<file path="src/logic/crsf_regs.vh">
`ifndef CRSF_REGS_VH
`define CRSF_REGS_VH
`define CRSF_SP_RESET    16'h0800
`define CRSF_SP_INDEX    4'hf
`define CRSF_ADDR_W      6
// Word indices of the memory-mapped core registers.
`define CRSF_A_ACC1_L    6'h10
`define CRSF_A_ACC1_H    6'h11
`define CRSF_A_ACC1_U    6'h12
`define CRSF_A_ACC2_L    6'h13
`define CRSF_A_ACC2_H    6'h14
`define CRSF_A_ACC2_U    6'h15
`define CRSF_A_PC_L      6'h16
`define CRSF_A_PC_H      6'h17
`define CRSF_A_TBLPG     6'h18
`define CRSF_A_PSVPG     6'h19
`define CRSF_A_RCNT      6'h1a
`define CRSF_A_DCNT      6'h1b
`define CRSF_A_DFIRST_L  6'h1c
`define CRSF_A_DFIRST_H  6'h1d
`define CRSF_A_DLAST_L   6'h1e
`define CRSF_A_DLAST_H   6'h1f
`define CRSF_A_STATUS    6'h20
// Status word bit positions.
`define CRSF_B_C     0
`define CRSF_B_Z     1
`define CRSF_B_OV    2
`define CRSF_B_N     3
`define CRSF_B_RA    4
`define CRSF_B_IPL   5
`define CRSF_B_DC    8
`define CRSF_B_DA    9
`define CRSF_B_SAB   10
`define CRSF_B_OAB   11
`define CRSF_B_SB    12
`define CRSF_B_SA    13
`define CRSF_B_OB    14
`define CRSF_B_OA    15
// Mask of bits that a shadow save or restore moves.
`define CRSF_SHADOW_MASK 16'h010f
// Mask of bits software can write directly (c, z, n, ipl, dc).
`define CRSF_SW_MASK     16'h01eb
// Instruction flow classes and their cycle counts.
`define CRSF_F_NORMAL  3'h0
`define CRSF_F_JUMP    3'h1
`define CRSF_F_RETURN  3'h2
`define CRSF_F_DMOVE   3'h3
`define CRSF_F_TABLE   3'h4
`define CRSF_F_LONGJMP 3'h5
`define CRSF_F_LOOP    3'h6
`define CRSF_F_STALL   3'h7
`define CRSF_CYC_ONE   2'h1
`define CRSF_CYC_TWO   2'h2
`define CRSF_CYC_THREE 2'h3
`endif

</file>
<file path="src/logic/crsf_core_regs.v">
`include "crsf_regs.vh"
`default_nettype none
module crsf_core_regs #(
  parameter PC_W  = 23,
  parameter ACC_W = 40
) (
  input  wire        i_clock,
  input  wire        i_rst,
  input  wire [5:0]  i_mem_addr,
  input  wire        i_mem_we,
  input  wire [1:0]  i_mem_be,
  input  wire [15:0] i_mem_wdata,
  output reg  [15:0] o_mem_rdata,
  input  wire        i_wr_en,
  input  wire [3:0]  i_wr_idx,
  input  wire [15:0] i_wr_data,
  input  wire        i_wr_byte,
  input  wire        i_acc_we,
  input  wire        i_acc_sel,
  input  wire [39:0] i_acc_data,
  input  wire        i_sp_push,
  input  wire        i_sp_pop,
  input  wire        i_exc_entry,
  output reg  [15:0] o_exc_word,
  input  wire        i_pc_load,
  input  wire [22:0] i_pc_target,
  input  wire        i_pc_inc,
  output wire [22:0] o_pc,
  input  wire        i_shadow_save,
  input  wire        i_shadow_restore,
  input  wire        i_loop_start,
  input  wire [22:0] i_loop_first,
  input  wire [15:0] i_loop_offset,
  input  wire [15:0] i_loop_count,
  input  wire        i_loop_end,
  input  wire        i_repeat_start,
  input  wire        i_repeat_end,
  input  wire        i_flag_we,
  input  wire        i_carry_in_op,
  input  wire [4:0]  i_alu_flags,
  input  wire [2:0]  i_ovf_set,
  input  wire [1:0]  i_sat_set,
  input  wire [2:0]  i_ipl_in,
  input  wire        i_ipl_we,
  input  wire        i_issue,
  input  wire [2:0]  i_flow_class,
  output wire        o_busy,
  output reg  [1:0]  o_last_cycles,
  output wire [15:0] o_status
);
  reg [15:0] work_reg [0:15];
  reg [15:0] shadow_reg [0:3];
  reg [39:0] acc_reg [0:1];
  reg [22:0] pc_reg;
  reg [7:0]  tblpg_reg;
  reg [7:0]  psvpg_reg;
  reg [15:0] rcnt_reg;
  reg [15:0] dcnt_reg;
  reg [22:0] dfirst_reg;
  reg [22:0] dlast_reg;
  reg [15:0] dcnt_sh_reg;
  reg [22:0] dfirst_sh_reg;
  reg [22:0] dlast_sh_reg;
  reg [15:0] status_reg;
  reg [15:0] status_sh_reg;
  reg [1:0]  cyc_left_reg;
  reg [1:0]  cyc_next;
  reg [15:0] st_next;
  reg [15:0] wmask;
  integer    i;

  function [15:0] merge16;
    input [15:0] old;
    input [15:0] new_val;
    input [1:0]  be;
    begin
      merge16 = {be[1] ? new_val[15:8] : old[15:8], be[0] ? new_val[7:0] : old[7:0]};
    end
  endfunction

  wire mem_wr = i_mem_we & (i_mem_be != 2'h0);
  wire st_mem_wr = mem_wr & (i_mem_addr == `CRSF_A_STATUS);
  assign o_status = status_reg;
  assign o_pc = {pc_reg[22:1], 1'b0};
  assign o_busy = (cyc_left_reg > `CRSF_CYC_ONE);

  always @* begin
    case (i_mem_addr)
      `CRSF_A_ACC1_L:   o_mem_rdata = acc_reg[0][15:0];
      `CRSF_A_ACC1_H:   o_mem_rdata = acc_reg[0][31:16];
      `CRSF_A_ACC1_U:   o_mem_rdata = {8'h00, acc_reg[0][39:32]};
      `CRSF_A_ACC2_L:   o_mem_rdata = acc_reg[1][15:0];
      `CRSF_A_ACC2_H:   o_mem_rdata = acc_reg[1][31:16];
      `CRSF_A_ACC2_U:   o_mem_rdata = {8'h00, acc_reg[1][39:32]};
      `CRSF_A_PC_L:     o_mem_rdata = {pc_reg[15:1], 1'b0};
      `CRSF_A_PC_H:     o_mem_rdata = {9'h000, pc_reg[22:16]};
      `CRSF_A_TBLPG:    o_mem_rdata = {8'h00, tblpg_reg};
      `CRSF_A_PSVPG:    o_mem_rdata = {8'h00, psvpg_reg};
      `CRSF_A_RCNT:     o_mem_rdata = rcnt_reg;
      `CRSF_A_DCNT:     o_mem_rdata = dcnt_reg;
      `CRSF_A_DFIRST_L: o_mem_rdata = dfirst_reg[15:0];
      `CRSF_A_DFIRST_H: o_mem_rdata = {9'h000, dfirst_reg[22:16]};
      `CRSF_A_DLAST_L:  o_mem_rdata = dlast_reg[15:0];
      `CRSF_A_DLAST_H:  o_mem_rdata = {9'h000, dlast_reg[22:16]};
      `CRSF_A_STATUS:   o_mem_rdata = status_reg;
      default: begin
        if (i_mem_addr[5:4] == 2'h0) begin
          o_mem_rdata = work_reg[i_mem_addr[3:0]];
        end else begin
          o_mem_rdata = 16'h0000;
        end
      end
    endcase
  end

  // Status next value: software write first, then hardware events override.
  always @* begin
    st_next = status_reg;
    wmask = {i_mem_be[1] ? 8'hff : 8'h00, i_mem_be[0] ? 8'hff : 8'h00};
    if (st_mem_wr && !i_flag_we) begin
      st_next = (status_reg & ~(`CRSF_SW_MASK & wmask)) | (i_mem_wdata & `CRSF_SW_MASK & wmask);
      if (wmask[`CRSF_B_DA] && !i_mem_wdata[`CRSF_B_DA]) st_next[`CRSF_B_DA] = 1'b0;
      if (wmask[`CRSF_B_SA] && !i_mem_wdata[`CRSF_B_SA]) st_next[`CRSF_B_SA] = 1'b0;
      if (wmask[`CRSF_B_SB] && !i_mem_wdata[`CRSF_B_SB]) st_next[`CRSF_B_SB] = 1'b0;
      if (wmask[`CRSF_B_SAB] && !i_mem_wdata[`CRSF_B_SAB]) begin
        st_next[`CRSF_B_SAB] = 1'b0;
        st_next[`CRSF_B_SA] = 1'b0;
        st_next[`CRSF_B_SB] = 1'b0;
      end
    end
    if (i_shadow_restore) begin
      st_next = (st_next & ~`CRSF_SHADOW_MASK) | (status_sh_reg & `CRSF_SHADOW_MASK);
    end
    if (i_flag_we) begin
      st_next[`CRSF_B_C]  = i_alu_flags[0];
      st_next[`CRSF_B_N]  = i_alu_flags[2];
      st_next[`CRSF_B_DC] = i_alu_flags[3];
      if (i_carry_in_op) begin
        st_next[`CRSF_B_Z] = st_next[`CRSF_B_Z] & i_alu_flags[1];
      end else begin
        st_next[`CRSF_B_Z] = i_alu_flags[1];
      end
      st_next[`CRSF_B_OV] = i_alu_flags[4];
    end
    if (i_ovf_set[0]) st_next[`CRSF_B_OA] = 1'b1;
    if (i_ovf_set[1]) st_next[`CRSF_B_OB] = 1'b1;
    st_next[`CRSF_B_OAB] = st_next[`CRSF_B_OA] | st_next[`CRSF_B_OB];
    // Saturation sets win over a same-cycle software clear.
    if (i_sat_set[0]) st_next[`CRSF_B_SA] = 1'b1;
    if (i_sat_set[1]) st_next[`CRSF_B_SB] = 1'b1;
    if (|i_sat_set) st_next[`CRSF_B_SAB] = 1'b1;
    if (i_ipl_we) st_next[`CRSF_B_IPL+2:`CRSF_B_IPL] = i_ipl_in;
    if (i_repeat_end) st_next[`CRSF_B_RA] = 1'b0;
    if (i_repeat_start) st_next[`CRSF_B_RA] = 1'b1;
    if (i_loop_end) st_next[`CRSF_B_DA] = 1'b0;
    if (i_loop_start) st_next[`CRSF_B_DA] = 1'b1;
  end

  always @* begin
    cyc_next = (cyc_left_reg != 2'h0) ? cyc_left_reg - `CRSF_CYC_ONE : 2'h0;
    if (i_issue && !o_busy) begin
      case (i_flow_class)
        `CRSF_F_NORMAL:  cyc_next = `CRSF_CYC_ONE;
        `CRSF_F_JUMP:    cyc_next = `CRSF_CYC_TWO;
        `CRSF_F_RETURN:  cyc_next = `CRSF_CYC_THREE;
        `CRSF_F_DMOVE:   cyc_next = `CRSF_CYC_TWO;
        `CRSF_F_TABLE:   cyc_next = `CRSF_CYC_TWO;
        `CRSF_F_LONGJMP: cyc_next = `CRSF_CYC_TWO;
        `CRSF_F_LOOP:    cyc_next = `CRSF_CYC_TWO;
        `CRSF_F_STALL:   cyc_next = `CRSF_CYC_TWO;
        default:         cyc_next = `CRSF_CYC_ONE;
      endcase
    end
  end

  always @(posedge i_clock) begin
    if (i_rst) begin
      for (i = 0; i < 16; i = i + 1) work_reg[i] <= 16'h0000;
      for (i = 0; i < 4; i = i + 1) shadow_reg[i] <= 16'h0000;
      work_reg[`CRSF_SP_INDEX] <= `CRSF_SP_RESET;
      acc_reg[0] <= 40'h0000000000;
      acc_reg[1] <= 40'h0000000000;
      pc_reg <= 23'h000000;
      tblpg_reg <= 8'h00;
      psvpg_reg <= 8'h00;
      rcnt_reg <= 16'h0000;
      dcnt_reg <= 16'h0000;
      dfirst_reg <= 23'h000000;
      dlast_reg <= 23'h000000;
      dcnt_sh_reg <= 16'h0000;
      dfirst_sh_reg <= 23'h000000;
      dlast_sh_reg <= 23'h000000;
      status_reg <= 16'h0000;
      status_sh_reg <= 16'h0000;
      o_exc_word <= 16'h0000;
      cyc_left_reg <= 2'h0;
      o_last_cycles <= 2'h0;
    end else begin
      status_reg <= st_next;
      cyc_left_reg <= cyc_next;
      if (i_issue && !o_busy) o_last_cycles <= cyc_next;
      if (mem_wr && i_mem_addr[5:4] == 2'h0) begin
        work_reg[i_mem_addr[3:0]] <= merge16(work_reg[i_mem_addr[3:0]], i_mem_wdata, i_mem_be);
      end
      if (i_wr_en) begin
        work_reg[i_wr_idx] <= i_wr_byte ? {work_reg[i_wr_idx][15:8], i_wr_data[7:0]} : i_wr_data;
      end
      if (i_sp_push) work_reg[`CRSF_SP_INDEX] <= work_reg[`CRSF_SP_INDEX] + 16'h0002;
      if (i_sp_pop) work_reg[`CRSF_SP_INDEX] <= work_reg[`CRSF_SP_INDEX] - 16'h0002;
      work_reg[`CRSF_SP_INDEX][0] <= 1'b0;
      if (i_shadow_save) begin
        for (i = 0; i < 4; i = i + 1) shadow_reg[i] <= work_reg[i];
        status_sh_reg <= status_reg & `CRSF_SHADOW_MASK;
      end
      if (i_shadow_restore) begin
        for (i = 0; i < 4; i = i + 1) work_reg[i] <= shadow_reg[i];
      end
      if (i_exc_entry) begin
        o_exc_word <= {1'b0, pc_reg[22:16], status_reg[7:0]};
      end
      if (i_acc_we) acc_reg[i_acc_sel] <= i_acc_data;
      if (mem_wr) begin
        case (i_mem_addr)
          `CRSF_A_ACC1_L: acc_reg[0][15:0] <= merge16(acc_reg[0][15:0], i_mem_wdata, i_mem_be);
          `CRSF_A_ACC1_H: acc_reg[0][31:16] <= merge16(acc_reg[0][31:16], i_mem_wdata, i_mem_be);
          `CRSF_A_ACC1_U: if (i_mem_be[0]) acc_reg[0][39:32] <= i_mem_wdata[7:0];
          `CRSF_A_ACC2_L: acc_reg[1][15:0] <= merge16(acc_reg[1][15:0], i_mem_wdata, i_mem_be);
          `CRSF_A_ACC2_H: acc_reg[1][31:16] <= merge16(acc_reg[1][31:16], i_mem_wdata, i_mem_be);
          `CRSF_A_ACC2_U: if (i_mem_be[0]) acc_reg[1][39:32] <= i_mem_wdata[7:0];
          `CRSF_A_TBLPG:  if (i_mem_be[0]) tblpg_reg <= i_mem_wdata[7:0];
          `CRSF_A_PSVPG:  if (i_mem_be[0]) psvpg_reg <= i_mem_wdata[7:0];
          `CRSF_A_RCNT:   rcnt_reg <= merge16(rcnt_reg, i_mem_wdata, i_mem_be);
          `CRSF_A_DCNT:   dcnt_reg <= merge16(dcnt_reg, i_mem_wdata, i_mem_be);
          default: begin
          end
        endcase
      end
      // Loop shadows are not mapped, so only the loop events reach them.
      if (i_loop_start) begin
        dcnt_sh_reg <= dcnt_reg;
        dfirst_sh_reg <= dfirst_reg;
        dlast_sh_reg <= dlast_reg;
        dcnt_reg <= i_loop_count;
        dfirst_reg <= i_loop_first;
        dlast_reg <= i_loop_first + {{7{i_loop_offset[15]}}, i_loop_offset};
      end else if (i_loop_end) begin
        dcnt_reg <= dcnt_sh_reg;
        dfirst_reg <= dfirst_sh_reg;
        dlast_reg <= dlast_sh_reg;
      end
      if (i_pc_load) begin
        pc_reg <= {i_pc_target[22:1], 1'b0};
      end else if (i_pc_inc) begin
        pc_reg <= pc_reg + 23'h000002;
      end
    end
  end
endmodule
`default_nettype wire

</file>
<file path="config.mk">
export PLATFORM = sky130hd
export DESIGN_NAME = crsf_core_regs
export DESIGN_NICKNAME = d
export VERILOG_FILES = /design/src/logic/crsf_core_regs.v
export VERILOG_INCLUDE_DIRS = /design/src /design/src/logic
export SDC_FILE = /design/constraint.sdc
export NUM_CORES = 1
export LEC_CHECK = 0
export BUFFER_PORTS_ARGS = -buffer_cell sky130_fd_sc_hd__clkbuf_2
export CELL_PAD_IN_SITES_DETAIL_PLACEMENT = 0
export CELL_PAD_IN_SITES_GLOBAL_PLACEMENT = 2
export CORE_ASPECT_RATIO = 1.2
export CORE_MARGIN = 2
export CORE_UTILIZATION = 36
export DETAILED_ROUTE_END_ITERATION = 10
export PLACE_DENSITY = 0.73
export SLEW_MARGIN = 20
export SYNTH_ARGS = -nofsm -noshare
export SYNTH_HDL_FRONTEND = slang
export SYNTH_SLANG_ARGS = --single-unit
</file>
<file path="constraint.sdc">
create_clock -name i_clock -period 2.4 [get_ports i_clock]
set_input_delay 0.12 -clock i_clock [delete_from_list [all_inputs] [get_ports i_clock]]
set_output_delay 0.12 -clock i_clock [all_outputs]
set_load 0.03 [all_outputs]
</file>
* Word-level counts from Yosys, hierarchy flattened
Memories as Yosys holds them, arrays and structs flattened. Index checks and enable logic that the tools add are counted.
Word-level totals: register bits 219, bits in writable memories 400, bits in read-only memories 16, output and inout port bits 74, logic and storage cells 374, memories kept 4
Cells by class: add/sub/neg operators 5, magnitude comparators 1, equality and inequality tests 39, mux-type cells 122, bitwise logic cells 150, reductions and logical operators 34
Memory list:
- work_reg | words 16, bits a word 16, rd ports 6, clocked after Yosys merged registers in 0, write ports 16, line crsf_core_regs.v:51 | reg [15:0] work_reg [0:15];
- acc_reg | words 2, bits a word 40, rd ports 2, clocked after Yosys merged registers in 0, write ports 3, line crsf_core_regs.v:53 | reg [39:0] acc_reg [0:1];
- shadow_reg | words 4, bits a word 16, rd ports 4, clocked after Yosys merged registers in 0, write ports 4, line crsf_core_regs.v:52 | reg [15:0] shadow_reg [0:3];
- (no name shown) | words 8, bits a word 2, rd ports 1, clocked after Yosys merged registers in 0, write ports 0, line crsf_core_regs.v:162 | case (i_flow_class)
Operator list (count):
- two-way mux 16 bit | 25
- case mux 16 bit (17 select lines) | 1
- two-way mux 23 bit | 6
- two-way mux 8 bit | 16
- == test 6 x 5 -> 1 bit, second input constant | 16
- AND 1 bit | 71
- two-way mux 1 bit | 65
- == test 4 bit, second input constant | 14
- inverter 1 bit | 41
- OR reduction 16 bit | 2
- adder 23 x 2 -> 23 bit, second input constant | 1
- adder 23 bit | 1
- OR 1 bit | 19
- AND reduction 3 bit | 6
- adder 16 x 2 -> 16 bit, second input constant | 1
- AND 16 bit | 1
- AND 9 x 16 -> 16 bit | 1
- inverter 9 -> 16 bit | 1
- OR 16 bit | 1
- OR 16 x 9 -> 16 bit | 1
- subtractor 16 x 2 -> 16 bit, second input constant | 1
- nonzero test 3 bit | 5
- AND 1 bit, second input constant | 14
- two-way mux 4 bit | 3
- other kinds (14) | 38

* Longest topological paths before layout
word-level depth 16, depth in mapped cells 13, depth with buffers taken out 8

* Worst setup path before layout
No wires, ideal clock.
path kind input-to-reg, start point in i_mem_addr[1], end point mem acc_reg[1][16] (enable), arrival time 2140 ps, required time 2025 ps, path slack -115 ps, stages 11, buffers on the path 7, path through buf_6 buf_8 buf_12 buf_12 buf_12 or2_1 buf_2 nor2_2 nand2_1 clkbuf_1 a21oi_1
RTL lines:
- from (decl) | line crsf_core_regs.v:9 | input wire [5:0] i_mem_addr,
- to (decl) | line crsf_core_regs.v:53

==> results.md <==
- Max Root-Sink Buffers: 3
- Area leader, netlist: edfxtp_1
- Seq cells post-synth: 618
- Top cell type's share of synthesized area: 37.5%
- Clock skew: 0.0213 ns
- Ports: 274
- Slowest CP cell: mux4_2
- Largest net degree at the start of global routing: 86
- FMAX: 0.373 GHz
- GPL Wtd Cong: 0.936
- Leak pwr: 16.3 nW
- H-tree Lvls: 3
- Syn Inst Count: 3133
- Fillcell total: 8129
- Syn-to-layout area delta: 30.2%
- Worst Path Buf+Inv: 3
- Largest stage delay, worst path: 0.53 ns
- Antenna violations before repair: 5
- Clk slew on worst S/H paths: 0.07 ns
- Final setup vio count: 15
- PD cells: 678 mW/mm²
- Most common cell after layout, fill and taps aside: nand2_1
- Failing checks: setup timing
- Worst Tran Pin Value: 0.973 ns
- Yosys warning total: 0
- DRT antenna net count: 0
- HP Class: in -> reg
- Final Cell Area: 0.0418 mm²
- Async SR Flop Fraction: 0%
- Post-layout util: 47.4%
- Vias in the first global route: 27800
- Syn Area/Cell: 10.2 µm²
- CP Launch Type: register
- DRC viols: 0
- Share of cells above drive strength 1: 25.0%
- Initial Util: 36.4%
- GR Util met3: 2.82%
- EDFF count, synth: 400
- Crit. End Element: output port
- Worst rel slew slack: 35.1%
- Full die area: 0.0915 mm²
- First-pass GRT wire length: 183000 µm
- Crit path kind: reg -> out
- Vert. Die Dim: 331 µm
- Post-Place Cell Area: 0.0370 mm²
- Final hold slack: 0.0282 ns
- Via count: 27900
- Max Cap Viol: 0
- Met2 Use GR: 48.9%
- CP arrival: 2.56 ns
- Synth top area cells: edfxtp_1 (37%), dfxtp_1 (14%), mux2i_1 (6.3%)
- Largest register FFs: 256
- Maximum VDD drop: 0.448 mV
- Total power: 28.3 mW
- Crit path cell chain: buf_4, mux4_2, nand2_2, nand2_2, a21oi_2, buf_4, o2111ai_4, buf_8
- CTS tree: yes
- Port Buffers: 269
- TritonCTS Sinks: 618
- Most frequent cells in the layout: nand2_1 (411), edfxtp_1 (400), nor2_1 (329)
- RSZ-0062 raised after global routing: yes
- Slew Viols, Final: 0
- Critical path peak fanout: 2
- Post-DP HPWL: 92200 µm
- CTS buffer count: 70
- Setup ws final: -0.284 ns
- Clock latency on the worst-skew pair: 0.63 ns
- Post-Route WL: 125000 µm
- Netlist Area Pre-Place: 0.0321 mm²
- Seq/Total Area, Yosys: 51.1%
- Crit-path leading delay family: multiplexers
- Final period util: 112%
- 1st-iter DRT viols: 2236
- Total GRT Usage: 26.8%
- Total global routing overflow: 0
- Drt wl/cell: 25.1 µm
- Grt peak-use layer: met2
- Final hold vios: 0
- Met1 GRT Util: 32.1%
- DIE WIDTH: 276 µm
- Final net count: 3983
- Drt pass-1 iters: 6
- Average vias per placed instance: 5.62
- Critical Path RT: 2.28 ns
- Tmin final: 2.68 ns
- CTS Root Cell: clkbuf_16
- Synth cell types: 97
- Status: finished with violations
- Core Region: 0.0880 mm²
- Top_reg_cell synth: edfxtp_1
- Placement Rows: 119
==> where the power goes <==
group	switching [mW]	internal, mW
Sequential	0.442	12.0
Clock	4.63	6.36
Combinational	2.80	2.10
Total	7.87	20.4
==> cells by family after synthesis <==
| kind of cell | count (synthesis) | synth area share, % |
|---|---|---|
| xor gates and xnor gates | 50 | 1.37 |
| and+or+nand+nor | 1096 | 15.8 |
| muxes | 271 | 11.3 |
| DFF | 618 | 51.1 |
| adders and majority gates | 26 | 1.04 |
| other | 2 | 0.0234 |
| buffers and inverters | 270 | 3.85 |
| AOI/OAI and AO/OA | 800 | 15.6 |
==> worst reg2reg max path: stages, from the launching register on <==
cell	delay [ns]
edfxtp_1	0.39
mux4_2	0.52
mux2_4	0.31
buf_6	0.12
a22o_4	0.25
a21oi_4	0.17
buf_6	0.15
nand2_2	0.04
a22o_1	0.21
==> timing repair <==
| action | in CTS | in global routing |
|---|---|---|
| pin swaps | 23 | 34 |
| hold buffers | 155 | 0 |
| buffers inserted | 27 | 17 |
| hold endpoints to repair | 203 | 0 |
| gates cloned | 0 | 1 |
| setup endpoints to repair | 17 | 44 |
| resized for setup | 115 | 80 |
==> per-layer routing <==
layer	wire, µm	share of wire (%)
met2	64600	52
met1	48800	39
met4	4620	3.7
met3	6790	5.4
met5	8	0.0064
==> per-stage QoR <==
step / std cells / setup WS (ns) / setup TNS [ns]
2_1_floorplan: 3135 / -0.115 / -1.85
3_3_place_gp: 4648 / -0.481 / -9.20
3_5_place_dp: 4648 / -0.323 / -16.75
4_1_cts: 4953 / -0.283 / -3.66
5_1_grt: 4966 / -0.286 / -2.25
6_report: 4968 / -0.284 / -1.55
==> path summary, 6_finish.rpt <==
path                            cells after the start                to             start  slack, ns
worst max-delay path                                8    o_mem_rdata[1]   work_reg[15][1]      -0.28
worst min-delay path                                3      psvpg_reg[0]    i_mem_wdata[0]       0.03
worst max register to register                      8  work_reg[15][14]  work_reg[15][14]      -0.01
worst min register to register                      2   cyc_left_reg[1]   cyc_left_reg[0]       0.46
==> area by class of cell <==
cell class                 count  area [µm²]  area share (%)
antenna                        4        10.0          0.0240
clock buffer                  91        1930            4.61
clock inverter                39         387           0.926
inverter                      16        65.1           0.156
multi-input combinational   2247       15000            35.9
sequential                   618       16400            39.2
tap                         1149        1440            3.44
timing repair buffer         804        6560            15.7
==> cells in the mapped netlist (all sizes together) (25+ instances only) <==
master / number
edfxtp: 400
nand2: 436
a21oi: 134
nand4: 28
nor2: 344
clkbuf: 163
xor2: 30
nand3: 50
mux4: 64
ha: 25
nor3: 37
a211oi: 28
and2: 71
o21ai: 339
mux2i: 204
dfxtp: 218
buf: 91
a22oi: 152
No activity file was read; power rests on OpenSTA's default activity.
